## src/logic/fault_guard_map.vh

```
// constants for the software fault watchdog
// Contract
// - counter steps down once every 12288 cpu clocks via fixed prescaler
// - low six bits give 64 programmable steps before top bit clears
// - active and count 40h to 3Fh starts reset, pin low about 500ns
// - at 8 MHz, FFh gives 98.304 ms, C0h gives 1.536 ms
// - software can set activation bit, only reset clears it
// - watchdog disabled after any reset, stays enabled until next reset
// - write with activate set and top bit clear gives immediate reset
// - hardware option makes watchdog always active, activation bit ignored
// - wait state leaves counting and reset behaviour untouched
// - reset-on-halt option with active watchdog: halt resets immediately
// - otherwise halt freezes counter, no reset until interrupt or reset
// - after interrupt wake-up, counting resumes 4096 cpu clocks later
// - a reset ending halt returns watchdog to disabled reset state
// - control register resets to 7Fh
// - bit 7 activation, bits 6:0 counter, msb first
`ifndef FAULT_GUARD_MAP_VH
`define FAULT_GUARD_MAP_VH
`define GUARD_CONTROL_OFFSET   8'h24
`define GUARD_CONTROL_RESET    8'h7f
`define GUARD_ACTIVATE_BIT     7
`define COUNT_TOP_BIT          6
`define PRESCALE_CYCLES        12288
`define WAKE_DELAY_CYCLES      4096
`define RESET_PULSE_NS         500
`define CLK_PERIOD_NS          100
`define RESET_PULSE_CYCLES     (`RESET_PULSE_NS / `CLK_PERIOD_NS)
`define COUNT_MIDPOINT         7'h40
`endif

```

## src/logic/fault_guard.v

```verilog
// software fault watchdog: control register, prescaler, down-counter, reset pulse
//
// Implementation choice: strobed register access.
`include "fault_guard_map.vh"
module fault_guard
#(
   parameter PRESCALE_CYCLES = `PRESCALE_CYCLES,
   parameter WAKE_DELAY      = `WAKE_DELAY_CYCLES
)
(
   input  wire       clk,
   input  wire       rst,
   input  wire [7:0] addr,
   input  wire [7:0] wr_data,
   input  wire       wr_en,
   input  wire       rd_en,
   output reg  [7:0] rd_data,
   input  wire       hw_guard_opt,
   input  wire       halt_reset_opt,
   input  wire       halt_req,
   input  wire       wait_req,
   input  wire       ext_wakeup,
   output reg        reset_req,
   output reg        reset_pin_n,
   output reg        halted
);
   localparam RUN  = 2'd0;
   localparam HALT = 2'd1;
   localparam WAKE = 2'd2;
   localparam integer PULSE_LEN = `RESET_PULSE_CYCLES;

   reg        activate_r;
   reg [6:0]  count_r;
   reg [13:0] presc_r;
   reg [12:0] wake_r;
   reg [1:0]  state_r;
   reg [3:0]  pulse_r;
   reg [1:0]  state_nxt;
   wire       sel      = (addr == `GUARD_CONTROL_OFFSET);
   wire       reg_wr   = wr_en && sel;
   wire       active   = activate_r || hw_guard_opt;
   wire       counting = (state_r == RUN);             // wait_req unused on purpose
   wire       tick     = counting && (presc_r == PRESCALE_CYCLES - 1);
   // a refresh landing on the rolling tick reloads the counter, so it must not fire
   wire       roll     = tick && !reg_wr && (count_r == `COUNT_MIDPOINT) && active;
   wire       sw_rst   = reg_wr && wr_data[`GUARD_ACTIVATE_BIT] && !wr_data[`COUNT_TOP_BIT];
   wire       halt_rst = halt_req && counting && halt_reset_opt && active;
   wire       fire     = (roll || sw_rst || halt_rst) && (pulse_r == 4'd0);

   always @*
   begin
      state_nxt = state_r;
      case (state_r)
         RUN:  if (halt_req && !halt_rst) state_nxt = HALT;
         HALT: if (ext_wakeup) state_nxt = WAKE;
         WAKE: if (wake_r == WAKE_DELAY - 1) state_nxt = RUN;
         default: state_nxt = RUN;
      endcase
   end

   // the block's own reset request comes back through rst, clearing everything
   always @(posedge clk)
   begin
      if (rst)
      begin
         activate_r  <= 1'b0;
         count_r     <= 7'h7f;
         presc_r     <= 14'd0;
         wake_r      <= 13'd0;
         state_r     <= RUN;
         pulse_r     <= 4'd0;
         reset_req   <= 1'b0;
         reset_pin_n <= 1'b1;
         rd_data     <= 8'h00;
         halted      <= 1'b0;
      end
      else
      begin
         state_r <= state_nxt;
         halted  <= (state_nxt != RUN);
         wake_r  <= (state_r == WAKE) ? wake_r + 13'd1 : 13'd0;
         if (reg_wr)
         begin
            if (wr_data[`GUARD_ACTIVATE_BIT])
               activate_r <= 1'b1;       // set only
            count_r <= wr_data[6:0];
            presc_r <= 14'd0;
         end
         else if (counting)
         begin
            if (tick)
            begin
               presc_r <= 14'd0;
               count_r <= count_r - 7'd1;
            end
            else
               presc_r <= presc_r + 14'd1;
         end
         // pulse stretched to about 500ns at this clock rate
         if (fire)
            pulse_r <= PULSE_LEN[3:0];
         else if (pulse_r != 4'd0)
            pulse_r <= pulse_r - 4'd1;
         reset_req   <= fire || (pulse_r > 4'd1);
         reset_pin_n <= !(fire || (pulse_r > 4'd1));
         if (rd_en && sel)
            rd_data <= {activate_r, count_r};
         else
            rd_data <= 8'h00;
      end
   end
endmodule // fault_guard

```

## config.mk

```make
export PLATFORM = sky130hd
export DESIGN_NAME = fault_guard
export DESIGN_NICKNAME = d
export VERILOG_FILES = /design/src/logic/fault_guard.v
export VERILOG_INCLUDE_DIRS = /design/src /design/src/logic
export SDC_FILE = /design/constraint.sdc
export NUM_CORES = 1
export LEC_CHECK = 0
export ABC_AREA = 0
export ABC_CLOCK_PERIOD_IN_PS = 2330
export BUFFER_PORTS_ARGS = -buffer_cell sky130_fd_sc_hd__clkbuf_2
export CORE_MARGIN = 4
export CORE_UTILIZATION = 40
export DETAILED_ROUTE_END_ITERATION = 10
export HOLD_SLACK_MARGIN = 0.05
export PLACE_DENSITY = 0.64
export SYNTH_ARGS = -nofsm -noshare
export SYNTH_HDL_FRONTEND = slang
export SYNTH_SLANG_ARGS = --single-unit
```

## constraint.sdc

```tcl
create_clock -name clk -period 2.33 [get_ports clk]
set_input_delay 0.1165 -clock clk [delete_from_list [all_inputs] [get_ports clk]]
set_output_delay 0.1165 -clock clk [all_outputs]
set_load 0.01 [all_outputs]
```

==> reports/summary.txt <==
Status = finished, final reports clean
Most used routing layer = met2
Post-synth EDFFs = 0
Crit path capture type = flop
Vias per std cell = 5.17
Clock root cell = clkbuf_8
Sw frac = 0.255
Register area share after synthesis = 0.442
Crit path time final = 2110 ps
Post-route ant nets = 0
Peak supply drop = 0.000601 V
Detailed Route Iter0 Violations = 84
R2R Setup Slk = 220 ps
Final setup margin = 216 ps
CP cell instances = ha_1, or3b_1, or4_4, or3_1, a31oi_1
Maximum buffer depth of the clock tree = 2
Initial core utilization = 0.420
RR Startpoint = presc_r[0]
Die area = 7170 um^2
Synth top area share = 0.442
Tightest Pin Transition = 591 ps
Post-synthesis mux area share = 0.00957
P_int = 0.00140 W
CP top delay family = simple AND/OR/NAND/NOR gates
Post-route DRC violation count = 0
IO Port Bufs = 34
Design Power = 0.00188 W
GR Util met3 = 0.0343
Setup_tns = 0 ps
Share of cells above drive strength 1 = 0.190
Core area = 5610 um^2
Clock Power Share = 0.319
Drt wl/cell = 11.8 um
GRT Overall Usage = 0.126
Place WS = 179 ps
Bufs and invs on worst path = 0
Reg2reg end = count_r[2]
Critical Path Source = presc_r[0]
Hold path depth = 2
Period utilization = 0.907
HPWL Detailed = 3.28 mm
Sequential Power Share = 0.523
Seq. cell area = 1040 um^2
Dominant cells by area after synthesis = dfxtp_1 (44%), xnor2_1 (6.0%), nor2_1 (5.1%)
# nets final = 325
Post-CTS Setup Repair Bufs = 0
GR Layer Usage met1 = 0.162
Layout Area Growth over Synthesis = 15.5%
Synth Area in Compound Gates = 0.114
Global-route wire length before repair = 7.65 mm
Slew Viols, Final = 0
Main synth FF type = dfxtp_1
Vias in the first global route = 1811
DRT Wirelength = 4.33 mm
Data required time of the critical path = 2560 ps
Synth Net Count = 291
GR Layer Usage met2 = 0.209
Largest family of logic cells by synthesized area = simple AND/OR/NAND/NOR gates
Num Clock Sinks = 52
Initial antenna violation count = 0
Hold Path Class = in2reg
Antenna Cells = 0
Worst path depth = 5
Mapped cell area = 2350 um^2
#FFs+latches synth = 52
Layout Utilization = 0.485
I/O pins = 36
Synth cell types = 50
CTS tree = yes
Chip width = 84.7 um
Clk slew on worst S/H paths = 90 ps
Max-slew headroom = 0.602
Worst EP arrival = 2340 ps
RSZ-0062 raised after global routing = false
Grt ovf = 0
Multi-input combinational cell area = 1210 um^2
Yosys top cell by area = dfxtp_1
R2r worst-path depth = 5
DR vias = 1898
Drt pass-1 iters = 4
Largest net degree at the start of global routing = 30
Placed cell area = 2590 um^2
Row count = 27
Synth Area in Simple Gates = 0.277
Vert. Die Dim = 84.7 um
Synth Instances = 260
Fillcell total = 567
# H-tree levels = 2
Max-Cap Viols = 0
Xor/xnor cell area share of the yosys netlist = 0.0819
Synth Warn # = 0
CP Launch Type = flop
Max incr delay on CP = 540 ps
Hold Vio Cnt, Final = 0
Sw Pwr = 0.000478 W
Leakage = 1.00 nW
Final setup violation count = 0
FMAX = 473 MHz
Critical Path Slowest Stage Cell = or4_4
Crit path max fanout = 8
Clk_lat worst skew = 300 ps
Logic pwr share = 0.158
Final GP Congestion = 0.829
Cell Pwr Density = 690 nW/um^2
Syn Area/Cell = 9.05 um^2
Number of buffers created by CTS = 5
Clock skew = 7.84 ps
Synth async-reset ratio = 0
Post-Synth Adder-Cell Area = 0.0319
Critical path destination = count_r[2]
WS Path Type = reg2reg
Final Instance Area = 2720 um^2
[routing by layer]
layer	wire, um	share of wire	vias up
met3	167	0.039	7
met5	0	0	-
met1	2180	0.50	873
met4	50	0.012	0
met2	1940	0.45	21
li1	-	-	997
[power by group through the flow]
stage	clock [W]	combinational [W]	sequential [W]
floorplan	0	0.000222	0.00100
global placement	0	0.000293	0.00100
detailed placement	0	0.000299	0.00100
CTS	0.000621	0.000302	0.000982
global route	0.000658	0.000339	0.000992
finish	0.000599	0.000297	0.000981
[kinds of logic (layout without fill, tap and decap cells)]
family | after synthesis | after routing
fa+ha+maj | 6 | 6
mux | 2 | 2
flops | 52 | 52
xor+xnor | 22 | 22
compound gates | 35 | 35
simple gates | 119 | 119
buf+inv | 24 | 59
[registers in the layout (all words and copies together), names as in the netlist, 2 cells and up]
register  count
count_r       7
rd_data       8
presc_r      14
wake_r       13
state_r       2
pulse_r       4
[cell usage after synthesis, types with 3 or more instances]
cell type and number:
nor2_1 32, and2_1 9, dfxtp_1 52, inv_1 13, nand3_1 9, nor3_1 20, or3_1 6, a31o_2 3
nand4_1 8, nand2_1 10, nor4_1 5, a21oi_1 8, and3_1 4, nor3b_1 3, o21ai_0 4, xnor2_1 16
xor2_1 6, a2111oi_0 3, clkbuf_1 7, ha_1 6
[what timing repair did]
action | 4_1_cts | 5_1_grt
gates resized for setup | 0 | 1
endpoints found under the hold margin | 1 | 0
hold buffers | 1 | 0
endpoints found under the setup margin | 0 | 8
[cell type report]
| cell class | instances | share of cell area |
|---|---|---|
| Sequential cell | 52 | 0.383 |
| Tap cell | 72 | 0.0331 |
| Timing Repair Buffer | 38 | 0.0792 |
| Inverter | 13 | 0.0180 |
| Clock buffer | 6 | 0.0267 |
| Clock inverter | 2 | 0.0129 |
| Multi-Input combinational cell | 184 | 0.447 |
[worst min-delay path by stage]
| stage | from | endpoint | slack (ps) |
|---|---|---|---|
| floorplan | wr_data[1] | count_r[1] | 240 |
| global placement | wr_data[1] | count_r[1] | 350 |
| detailed placement | wr_data[1] | count_r[1] | 350 |
| CTS | wr_data[7] | activate_r | 60 |
| global route | wr_data[4] | count_r[4] | 60 |
| finish | wr_data[4] | count_r[4] | 70 |
[per-stage QoR]
stage | cells | hold slack (ps)
2_1_floorplan | 260 | 239
3_3_place_gp | 358 | 350
3_5_place_dp | 358 | 350
4_1_cts | 367 | 60.9
5_1_grt | 367 | 58.1
6_report | 367 | 65.2
[layout by cell type (no fill, tap or decap), types with 2 or more instances in the layout]
cell / instances
a2111oi_0: 3
a21boi_0: 2
a21oi_1: 8
a311oi_1: 2
a311oi_2: 2
a31o_2: 3
a31oi_1: 2
and2_1: 9
and3_1: 4
buf_4: 2
clkbuf_2: 34
clkbuf_8: 5
dfxtp_1: 52
ha_1: 6
inv_1: 13
mux2_2: 2
nand2_1: 10
nand3_1: 9
nand4_1: 8
nor2_1: 32
nor3_1: 20
nor3b_1: 3
nor4_1: 5
nor4b_1: 2
o21ai_0: 4
or3_1: 5
xnor2_1: 16
xor2_1: 6
Power figures use the tool's default switching activity.
